[src/design/adc_seq_defines.vh]
// Purpose: constants for the converter sequencing block
// Assumes: included by its bare name from design files
// Notes:   register indices; byte address is four times the index
`ifndef ADC_SEQ_DEFINES_VH
`define ADC_SEQ_DEFINES_VH

// ******************************
// register indices
// ******************************
`define IDX_RESULT_HIGH   8'h1e
`define IDX_MAIN_CONTROL  8'h1f
`define IDX_ANALOG_PINS   8'h91
`define IDX_RESULT_LOW    8'h9e
`define IDX_CLOCK_SELECT  8'h9f
`define IDX_IRQ_STATUS    8'ha0
`define IDX_IRQ_MASK      8'ha1

// ******************************
// reset values
// ******************************
`define RST_MAIN_CONTROL  8'h00
`define RST_ANALOG_PINS   8'hff
`define RST_CLOCK_SELECT  8'h00
`define RST_IRQ           8'h00

// ******************************
// field positions
// ******************************
`define BIT_JUSTIFY       7
`define BIT_REF_SEL       6
`define BIT_CHAN_HI       4
`define BIT_CHAN_LO       2
`define BIT_RUN           1
`define BIT_POWER_ON      0
`define BIT_CLK_HI        6
`define BIT_CLK_LO        4
`define BIT_DONE          0
`define BIT_ACQ_READY     7
`define MASK_MAIN_CONTROL 8'hdf
`define MASK_CLOCK_SELECT 8'h70

// ******************************
// conversion timing
// ******************************
`define TAD_PER_CONV      4'd11
`define TAD_LAST          4'd10
`define TAD_ABORT_WAIT    4'd2
`define INSTR_CYCLE_CLKS  6'd4
`define CODE_MSB_TRIAL    10'h200
`define CLK_PERIOD_NS     10
`define T_AMP_NS          2000
`define T_HOLD_CHARGE_NS  16470
`define T_COEF_NS_PER_C   50
`define T_REF_TEMP_C      25

`endif

[src/design/adc_sequencing_control.v]
// Purpose: sequencing and register file of a 10-bit successive-
//          approximation converter, reached over Avalon-MM
// Assumes: i_clk is the oscillator; all inputs but i_rst synchronous to it;
//          i_rc_tick is a one-cycle pulse per dedicated RC period
// Notes:   comparator and trial DAC are outside; this block steers them
`timescale 1ns/1ps
`default_nettype none
`include "adc_seq_defines.vh"

module adc_sequencing_control #(
   parameter TEMP_C = 50        // die temperature for acquisition estimate
) (
   input  wire        i_clk,          // oscillator clock
   input  wire        i_rst,          // async reset, active high
   input  wire [9:0]  i_address,      // byte address
   input  wire        i_read,         // avalon read
   input  wire        i_write,        // avalon write
   input  wire [31:0] i_writedata,    // avalon write data
   output reg  [31:0] o_readdata,     // avalon read data
   output reg         o_waitrequest,  // avalon wait
   input  wire        i_sleep,        // core is asleep
   input  wire        i_rc_tick,      // dedicated rc clock pulse
   input  wire        i_cmp_high,     // input at or above trial code
   output reg  [9:0]  o_trial_code,   // trial code to dac
   output reg         o_sample,       // sampling switch closed
   output reg         o_converter_on, // analog core powered
   output reg  [2:0]  o_channel,      // selected input channel
   output reg         o_ref_select,   // 1: external reference pin
   output reg  [7:0]  o_analog_pins,  // pins in analog mode
   output reg         o_irq,          // level interrupt
   output reg         o_wake          // wake request to core
);

   // ******************************
   // timing constants
   // ******************************
   localparam ACQ_NS = `T_AMP_NS + `T_HOLD_CHARGE_NS
                     + (TEMP_C - `T_REF_TEMP_C) * `T_COEF_NS_PER_C;
   localparam ACQ_CYCLES = (ACQ_NS + `CLK_PERIOD_NS - 1) / `CLK_PERIOD_NS;
   localparam [11:0] ACQ_LAST = ACQ_CYCLES[11:0];

   localparam [1:0] ST_IDLE  = 2'd0;
   localparam [1:0] ST_DELAY = 2'd1;
   localparam [1:0] ST_CONV  = 2'd2;
   localparam [1:0] ST_ABORT = 2'd3;

   // ******************************
   // registers
   // ******************************
   reg  [7:0]  ctrl_reg;
   reg  [7:0]  clksel_reg;
   reg  [7:0]  pins_reg;
   reg  [7:0]  status_reg;
   reg  [7:0]  mask_reg;
   reg  [7:0]  res_high_reg;
   reg  [7:0]  res_low_reg;
   reg         run_reg;
   reg         pd_reg;
   reg  [1:0]  state_reg;
   reg  [5:0]  pre_reg;
   reg  [3:0]  tad_reg;
   reg  [9:0]  sar_reg;
   reg  [9:0]  bit_reg;
   reg  [11:0] acq_reg;
   reg  [5:0]  div_last;
   reg  [7:0]  rd_mux;
   reg  [9:0]  final_code;
   reg         load_result;
   reg  [7:0]  irq_next;

   wire        access;
   wire        wr_hit;
   wire [7:0]  idx;
   wire        use_rc;
   wire        tad_tick;
   wire        start_req;
   wire        stop_req;
   wire        sleep_kill;
   wire        sleep_done;
   wire        done_evt;
   wire        acq_ready;

   assign idx    = i_address[9:2];
   assign access = (i_read | i_write) & ~o_waitrequest;
   assign wr_hit = access & i_write;

   // ******************************
   // clock select decode
   // ******************************
   // x11 picks rc; others divide the oscillator
   assign use_rc = (clksel_reg[`BIT_CLK_LO+1:`BIT_CLK_LO] == 2'b11);

   always @* begin
      case (clksel_reg[`BIT_CLK_HI:`BIT_CLK_LO])
         3'b000:  div_last = 6'd1;  // osc/2
         3'b100:  div_last = 6'd3;  // osc/4
         3'b001:  div_last = 6'd7;  // osc/8
         3'b101:  div_last = 6'd15; // osc/16
         3'b010:  div_last = 6'd31; // osc/32
         3'b110:  div_last = 6'd63; // osc/64
         default: div_last = 6'd1;  // rc: prescaler unused
      endcase
   end

   // one conversion period per tick
   assign tad_tick = use_rc ? i_rc_tick : (pre_reg == div_last);

   // ******************************
   // sequencing requests
   // ******************************
   // a start while busy or powered down is simply dropped
   assign start_req  = wr_hit & (idx == `IDX_MAIN_CONTROL)
                     & i_writedata[`BIT_RUN] & ~run_reg
                     & ctrl_reg[`BIT_POWER_ON] & ~pd_reg;
   // software clearing run while busy aborts
   assign stop_req   = wr_hit & (idx == `IDX_MAIN_CONTROL)
                     & ~i_writedata[`BIT_RUN] & run_reg;
   // other clocks cannot run in sleep
   assign sleep_kill = i_sleep & ~use_rc;
   assign done_evt   = (state_reg == ST_CONV) & tad_tick
                     & (tad_reg == `TAD_LAST);
   assign sleep_done = done_evt & i_sleep;
   assign acq_ready  = (acq_reg == ACQ_LAST);

   // ******************************
   // result formatting
   // ******************************
   always @* begin
      final_code  = i_cmp_high ? (sar_reg | bit_reg) : sar_reg;
      load_result = done_evt & ~sleep_kill;
   end

   // ******************************
   // conversion state machine
   // ******************************
   // reset stops the converter and drops any conversion
   always @(posedge i_clk or posedge i_rst) begin
      if (i_rst) begin
         state_reg <= ST_IDLE;
         run_reg   <= 1'b0;
         pre_reg   <= 6'd0;
         tad_reg   <= 4'd0;
         sar_reg   <= 10'h000;
         bit_reg   <= 10'h000;
      end else begin
         // prescaler counts between ticks and is held at zero while idle
         if (tad_tick || state_reg == ST_IDLE)
            pre_reg <= 6'd0;
         else
            pre_reg <= pre_reg + 6'd1;
         case (state_reg)
            ST_IDLE: begin
               tad_reg <= 4'd0;
               if (start_req && !sleep_kill) begin
                  run_reg   <= 1'b1;
                  // rc start waits one instruction for sleep
                  state_reg <= use_rc ? ST_DELAY : ST_CONV;
               end
            end
            ST_DELAY: begin
               // reuses the prescaler as instruction counter
               if (stop_req || sleep_kill) begin
                  run_reg   <= 1'b0;
                  state_reg <= ST_IDLE;
               end else if (pre_reg == `INSTR_CYCLE_CLKS - 6'd1) begin
                  state_reg <= ST_CONV;
               end
            end
            ST_CONV: begin
               if (sleep_kill) begin
                  // abort and power down in sleep
                  run_reg   <= 1'b0;
                  state_reg <= ST_IDLE;
               end else if (stop_req) begin
                  // results untouched unless the last period ends in this same cycle; settle before reacquire
                  run_reg   <= 1'b0;
                  tad_reg   <= 4'd0;
                  state_reg <= ST_ABORT;
               end else if (tad_tick) begin
                  // 1 sampling period then 10 bit decisions
                  if (tad_reg == 4'd0) begin
                     sar_reg <= 10'h000;
                     bit_reg <= `CODE_MSB_TRIAL;
                  end else begin
                     sar_reg <= final_code;
                     bit_reg <= {1'b0, bit_reg[9:1]};
                  end
                  if (tad_reg == `TAD_LAST) begin
                     run_reg   <= 1'b0;
                     state_reg <= ST_IDLE;
                  end
                  tad_reg <= tad_reg + 4'd1;
               end
            end
            ST_ABORT: begin
               // two periods, then sampling resumes by itself
               if (tad_tick)
                  tad_reg <= tad_reg + 4'd1;
               if (tad_reg == `TAD_ABORT_WAIT)
                  state_reg <= ST_IDLE;
            end
            default: begin
               state_reg <= ST_IDLE;
               run_reg   <= 1'b0;
            end
         endcase
      end
   end

   // ******************************
   // power-down while asleep
   // ******************************
   // analog core off whenever asleep on the oscillator clock, or on an rc completion in sleep with done masked; the power bit itself keeps its value
   always @(posedge i_clk or posedge i_rst) begin
      if (i_rst)
         pd_reg <= 1'b0;
      else if (!i_sleep)
         pd_reg <= 1'b0;
      else if (sleep_kill)
         pd_reg <= 1'b1;
      else if (sleep_done && !mask_reg[`BIT_DONE])
         pd_reg <= 1'b1;
   end

   // ******************************
   // acquisition timer
   // ******************************
   // restarts on channel change; software polls ready before run
   always @(posedge i_clk or posedge i_rst) begin
      if (i_rst)
         acq_reg <= 12'd0;
      else if (wr_hit && idx == `IDX_MAIN_CONTROL
               && i_writedata[`BIT_CHAN_HI:`BIT_CHAN_LO]
                  != ctrl_reg[`BIT_CHAN_HI:`BIT_CHAN_LO])
         acq_reg <= 12'd0;
      else if (state_reg == ST_IDLE && !acq_ready)
         acq_reg <= acq_reg + 12'd1;
   end

   // ******************************
   // result registers
   // ******************************
   // no reset on purpose: contents survive a device reset
   always @(posedge i_clk) begin
      if (load_result) begin
         if (ctrl_reg[`BIT_JUSTIFY]) begin
            res_high_reg <= {6'h00, final_code[9:8]};
            res_low_reg  <= final_code[7:0];
         end else begin
            res_high_reg <= final_code[9:2];
            res_low_reg  <= {final_code[1:0], 6'h00};
         end
      end
   end

   // ******************************
   // control registers
   // ******************************
   always @(posedge i_clk or posedge i_rst) begin
      if (i_rst) begin
         ctrl_reg   <= `RST_MAIN_CONTROL;
         clksel_reg <= `RST_CLOCK_SELECT;
         pins_reg   <= `RST_ANALOG_PINS;
         mask_reg   <= `RST_IRQ;
      end else if (wr_hit) begin
         case (idx)
            `IDX_MAIN_CONTROL: ctrl_reg   <= i_writedata[7:0]
                                             & `MASK_MAIN_CONTROL;
            `IDX_CLOCK_SELECT: clksel_reg <= i_writedata[7:0]
                                             & `MASK_CLOCK_SELECT;
            `IDX_ANALOG_PINS:  pins_reg   <= i_writedata[7:0];
            `IDX_IRQ_MASK:     mask_reg   <= i_writedata[7:0];
            default:           ctrl_reg   <= ctrl_reg;
         endcase
      end
   end

   // ******************************
   // interrupt status
   // ******************************
   // write one clears; a same-cycle completion still sets
   always @* begin
      irq_next = status_reg;
      if (wr_hit && idx == `IDX_IRQ_STATUS)
         irq_next = status_reg & ~i_writedata[7:0];
      if (load_result)
         irq_next[`BIT_DONE] = 1'b1;
   end

   always @(posedge i_clk or posedge i_rst) begin
      if (i_rst) begin
         status_reg <= `RST_IRQ;
         o_irq      <= 1'b0;
         o_wake     <= 1'b0;
      end else begin
         status_reg <= irq_next;
         o_irq      <= |(irq_next & mask_reg);
         o_wake     <= i_sleep & |(irq_next & mask_reg);
      end
   end

   // ******************************
   // read mux
   // ******************************
   always @* begin
      case (idx)
         `IDX_RESULT_HIGH:  rd_mux = res_high_reg;
         `IDX_MAIN_CONTROL: rd_mux = {ctrl_reg[7:2], run_reg, ctrl_reg[0]};
         `IDX_ANALOG_PINS:  rd_mux = pins_reg;
         `IDX_RESULT_LOW:   rd_mux = res_low_reg;
         `IDX_CLOCK_SELECT: rd_mux = clksel_reg;
         `IDX_IRQ_STATUS:   rd_mux = {acq_ready, status_reg[6:0]};
         `IDX_IRQ_MASK:     rd_mux = mask_reg;
         default:           rd_mux = 8'h00;
      endcase
   end

   // ******************************
   // avalon slave handshake
   // ******************************
   // one wait state per access keeps the read path registered
   always @(posedge i_clk or posedge i_rst) begin
      if (i_rst) begin
         o_waitrequest <= 1'b1;
         o_readdata    <= 32'h0000_0000;
      end else begin
         if ((i_read || i_write) && o_waitrequest) begin
            o_waitrequest <= 1'b0;
            o_readdata    <= {24'h000000, rd_mux};
         end else begin
            o_waitrequest <= 1'b1;
         end
      end
   end

   // ******************************
   // analog front-end drive
   // ******************************
   // sampling switch stays closed while powered and idle and through the rc start
   // delay, since conversion has not begun yet; the hold capacitor has
   // no discharge path, so the old charge stays until next sample
   always @(posedge i_clk or posedge i_rst) begin
      if (i_rst) begin
         o_sample       <= 1'b0;
         o_converter_on <= 1'b0;
         o_trial_code   <= 10'h000;
         o_channel      <= 3'd0;
         o_ref_select   <= 1'b0;
         o_analog_pins  <= `RST_ANALOG_PINS;
      end else begin
         o_converter_on <= ctrl_reg[`BIT_POWER_ON] & ~pd_reg;
         o_sample       <= ctrl_reg[`BIT_POWER_ON] & ~pd_reg
                           & (state_reg == ST_IDLE
                              || state_reg == ST_DELAY);
         o_trial_code   <= sar_reg | bit_reg;
         o_channel      <= ctrl_reg[`BIT_CHAN_HI:`BIT_CHAN_LO];
         o_ref_select   <= ctrl_reg[`BIT_REF_SEL];
         o_analog_pins  <= pins_reg;
      end
   end

endmodule
`default_nettype wire

[config.mk]
export PLATFORM = sky130hd
export DESIGN_NAME = adc_sequencing_control
export DESIGN_NICKNAME = d
export VERILOG_FILES = /design/src/design/adc_sequencing_control.v
export VERILOG_INCLUDE_DIRS = /design/src /design/src/design
export SDC_FILE = /design/constraint.sdc
export NUM_CORES = 1
export LEC_CHECK = 0
export BUFFER_PORTS_ARGS = -buffer_cell sky130_fd_sc_hd__buf_4
export CAP_MARGIN = 20
export CORE_ASPECT_RATIO = 1.4
export CORE_MARGIN = 2
export CORE_UTILIZATION = 60
export CTS_BUF_LIST = sky130_fd_sc_hd__clkbuf_8
export CTS_CLUSTER_SIZE = 25
export DETAILED_ROUTE_END_ITERATION = 8
export PLACE_DENSITY_LB_ADDON = 0.05
export SYNTH_ARGS = -nofsm -noshare
export SYNTH_HDL_FRONTEND = slang
export SYNTH_SLANG_ARGS = --single-unit
[constraint.sdc]
create_clock -name i_clk -period 10.7 [get_ports i_clk]
set_clock_uncertainty 0.05 [all_clocks]
set_input_delay 1.605 -clock i_clk [delete_from_list [all_inputs] [get_ports i_clk]]
set_output_delay 1.605 -clock i_clk [all_outputs]
set_load 0.05 [all_outputs]
==> out/qor_table.md <==
| Result | This run | Unit |
|:---|:---|:---|
| All-layer global routing usage | 0.248 | - |
| Initial Util | 0.621 | - |
| Core outline area | 9950 | µm² |
| Boundary pin count | 108 | - |
| Largest vdd supply drop | 111 | µV |
| Area leader, netlist | sky130_fd_sc_hd__dfrtp_1 | - |
| Min Tclk post-route | 3.70 | ns |
| Starting DRT DRC Count | 267 | - |
| Antenna violations before repair | 0 | - |
| Worst Path Arrival | 3.99 | ns |
| Syn avg cell area | 11.2 | µm² |
| Post-Synthesis Cells | 552 | - |
| Max Clock Freq | 270 | MHz |
| Placed wire-length estimate | 9380 | µm |
| Clock tree from TritonCTS | done | - |
| Wire length per cell after detailed routing | 17.2 | µm |
| Fraction of final layout cells with drive strength greater than 1 | 0.264 | - |
| Actual transition at the worst max-transition pin | 0.803 | ns |
| Flip-flop and latch count after synthesis | 130 | - |
| Full die area | 11100 | µm² |
| Overflow left after global routing | 0 | - |
| Routed wire length | 13100 | µm |
| Share of async-settable or async-resettable flops after synthesis | 0.877 | - |
| Number of maximum-capacitance constraint violations | 0 | - |
| Final weighted congestion in routability-driven placement | 0.901 | - |
| Number of warnings issued by yosys | 0 | - |
| Insertion delay of the later-clocked pin in the worst-skew pair | 0.45 | ns |
| Fill cell total of the finished layout | 771 | - |
| Number of buffers added by the clock tree synthesis step | 17 | - |
| Most area-consuming cells after synthesis | sky130_fd_sc_hd__dfrtp_1 39%, sky130_fd_sc_hd__edfxtp_1 7.8%, sky130_fd_sc_hd__dfstp_2 7.2%, sky130_fd_sc_hd__mux2_2 6.2%, sky130_fd_sc_hd__buf_4 3.4% | - |
| P&R area growth vs syn | 13.7 | % |
| Worst hold path type | reg -> reg | - |
| Vias | 4331 | - |
| Static Leak | 3.28 | nW |
| CP Launch Type | input pin | - |
| Nets | 673 | - |
| Hold Fails Final Rpt | 0 | - |
| Slew HR | 0.463 | - |
| Distinct cell type count after synthesis | 69 | - |
| Sum of negative setup slack | 0 | ns |
| Number of buffers inserted by post-CTS setup repair | 0 | - |
| Final Setup Violations | 0 | - |
| Flip-flop count of the largest register after layout | 12 | - |
| Outcome | complete, no violations | - |
| Iteration count of the initial detailed-routing pass | 4 | - |
| Clock transition at the register clock pins on the worst setup and hold paths after CTS | 0.08 | ns |
| Pin count of the biggest net entering global routing | 62 | - |
| Number of enable flip-flop cells after synthesis | 16 | - |
| Post-Syn Area | 6180 | µm² |
| Placement row count | 43 | - |
| Antenna diodes | 0 | - |
| Count of input and output buffers | 57 | - |
| Number of hold buffers added after cts | 0 | - |
| Path type of the worst setup path | in -> reg | - |
| Register area share after synthesis | 0.543 | - |
| Clock Root Buffer | sky130_fd_sc_hd__clkbuf_8 | - |
| Most frequent cells after synthesis | 97 x sky130_fd_sc_hd__dfrtp_1, 52 x sky130_fd_sc_hd__nor2_1, 47 x sky130_fd_sc_hd__nand2_1 | - |
| Finished Layout Cells | 761 | - |
| Height of the chip | 124 | µm |
| Post-synth top flop | sky130_fd_sc_hd__dfrtp_1 | - |
| Sink Count | 130 | - |
| Peak fanout along the critical path | 25 | - |
| Library cell with the highest instance count after synthesis | sky130_fd_sc_hd__dfrtp_1 | - |
| Setup repair after global routing missed its margin | false | - |
| Number of instances in the placed design | 729 | - |
| Remaining design rule violation count | 0 | - |
| Global-route wire length before repair | 21300 | µm |
| Htree depth | 4 | - |
| Post-route ant nets | 0 | - |
| Via count of the first global-routing pass | 4367 | - |
| Post-detailed-route via-to-cell ratio | 5.69 | - |
| Resize count post-CTS | 0 | - |
| Final worst path period share | 0.346 | - |
| Share of the synthesized area in the top cell type | 0.393 | - |
| Buffers from clock root to sink, at most | 2 | - |
| Endpoint type of the worst setup path | flip-flop | - |
| Power per Cell Area | 177 | nW/µm² |
| Required time worst endpoint | 10.99 | ns |
| Die Wd | 89.8 | µm |
| Pins Over Slew Limit | 0 | - |
## critical path, stage by stage
cell and delay (ns):
sky130_fd_sc_hd__buf_4 0.29, sky130_fd_sc_hd__and3b_1 0.40, sky130_fd_sc_hd__nand4_1 0.31, sky130_fd_sc_hd__nand3_1 0.27, sky130_fd_sc_hd__or2_1 0.50, sky130_fd_sc_hd__nor2_1 0.35, sky130_fd_sc_hd__a21o_1 0.24
## through the flow
step / hold WS, ns / instance area [µm²] / power [mW] / setup WS (ns) / utilization
after global routing: 0.328 / 7030 / 1.30 / 6.83 / 0.706
after CTS: 0.329 / 7030 / 1.25 / 7.05 / 0.706
after detailed placement: 0.317 / 6620 / 0.829 / 6.58 / 0.665
after global placement: 0.314 / 6620 / 0.819 / 6.57 / 0.665
after floorplan: 0.309 / 6270 / 0.770 / 6.06 / -
final: 0.333 / 7030 / 1.24 / 7.00 / 0.706
## placed cells by master (no fill, tap or decap), types with 6 or more instances in the layout
cell type,count
sky130_fd_sc_hd__dfrtp_1,97
sky130_fd_sc_hd__buf_4,59
sky130_fd_sc_hd__nor2_1,52
sky130_fd_sc_hd__nand2_1,47
sky130_fd_sc_hd__mux2_2,34
sky130_fd_sc_hd__a21oi_1,32
sky130_fd_sc_hd__conb_1,24
sky130_fd_sc_hd__o21ai_0,19
sky130_fd_sc_hd__clkbuf_8,17
sky130_fd_sc_hd__dfstp_2,17
sky130_fd_sc_hd__edfxtp_1,16
sky130_fd_sc_hd__nand3_1,15
sky130_fd_sc_hd__inv_1,14
sky130_fd_sc_hd__mux2i_1,12
sky130_fd_sc_hd__ha_1,11
sky130_fd_sc_hd__xnor2_1,10
sky130_fd_sc_hd__xor2_1,10
sky130_fd_sc_hd__a22o_1,10
sky130_fd_sc_hd__or2_2,10
sky130_fd_sc_hd__nor2b_1,8
sky130_fd_sc_hd__and3_1,7
sky130_fd_sc_hd__nor3_1,7
sky130_fd_sc_hd__a22oi_1,7
sky130_fd_sc_hd__nand2b_1,6
sky130_fd_sc_hd__a21boi_0,6
sky130_fd_sc_hd__inv_6,6
## kinds of logic after synthesis
| logic type | synth area share |
|---|---|
| adder cells (fa/ha/maj) | 0.0223 |
| XOR/XNOR | 0.0283 |
| AO/OA/AOI/OAI | 0.119 |
| flip-flops | 0.543 |
| other | 0.000607 |
| buffers and inverters | 0.0512 |
| AND/OR/NAND/NOR | 0.154 |
| multiplexers | 0.0814 |
## report_power, final
group,internal [mW],leakage [nW],switching (mW),total [mW]
registers,0.541,1.67,0.0395,0.580
clock network,0.214,0.201,0.206,0.420
logic,0.0804,1.41,0.162,0.242
## final timing paths
| kind | depth (start not counted) | slack (ns) | to | start |
|---|---|---|---|---|
| min in group asynchronous | 2 | 1.23 | pre_reg[0]$_DFF_PP0_ | i_rst |
| min | 0 | 0.33 | o_analog_pins[3]$_DFF_PP1_ | pins_reg[3]$_DFFE_PP1P_ |
| max | 7 | 7.00 | bit_reg[9]$_DFFE_PP0P_ | i_address[2] |
| max in group asynchronous | 3 | 8.20 | ctrl_reg[7]$_DFFE_PP0P_ | i_rst |
| min reg2reg | 0 | 0.33 | o_analog_pins[3]$_DFF_PP1_ | pins_reg[3]$_DFFE_PP1P_ |
| max reg2reg | 6 | 7.66 | sar_reg[3]$_DFFE_PP0P_ | clksel_reg[5]$_DFFE_PP0P_ |
## layout make-up
| type | count | area, µm² | share of cell area |
|---|---|---|---|
| Clock buffer | 17 | 234 | 0.0333 |
| Inverter | 15 | 58.8 | 0.00837 |
| Tap cell | 135 | 169 | 0.0240 |
| Multi-Input combinational cell | 390 | 2600 | 0.370 |
| Sequential cell | 130 | 3350 | 0.477 |
| Timing Repair Buffer | 59 | 443 | 0.0630 |
| Clock inverter | 15 | 171 | 0.0244 |
## per-layer routing
layer	vias to the layer above	GRT usage	wire length, µm
met5	-	0	0
met3	30	0.0544	538
met4	0	0.138	374
met1	2152	0.284	5090
met2	116	0.436	7060
li1	2033	-	-
Power figures use the tool's default switching activity.
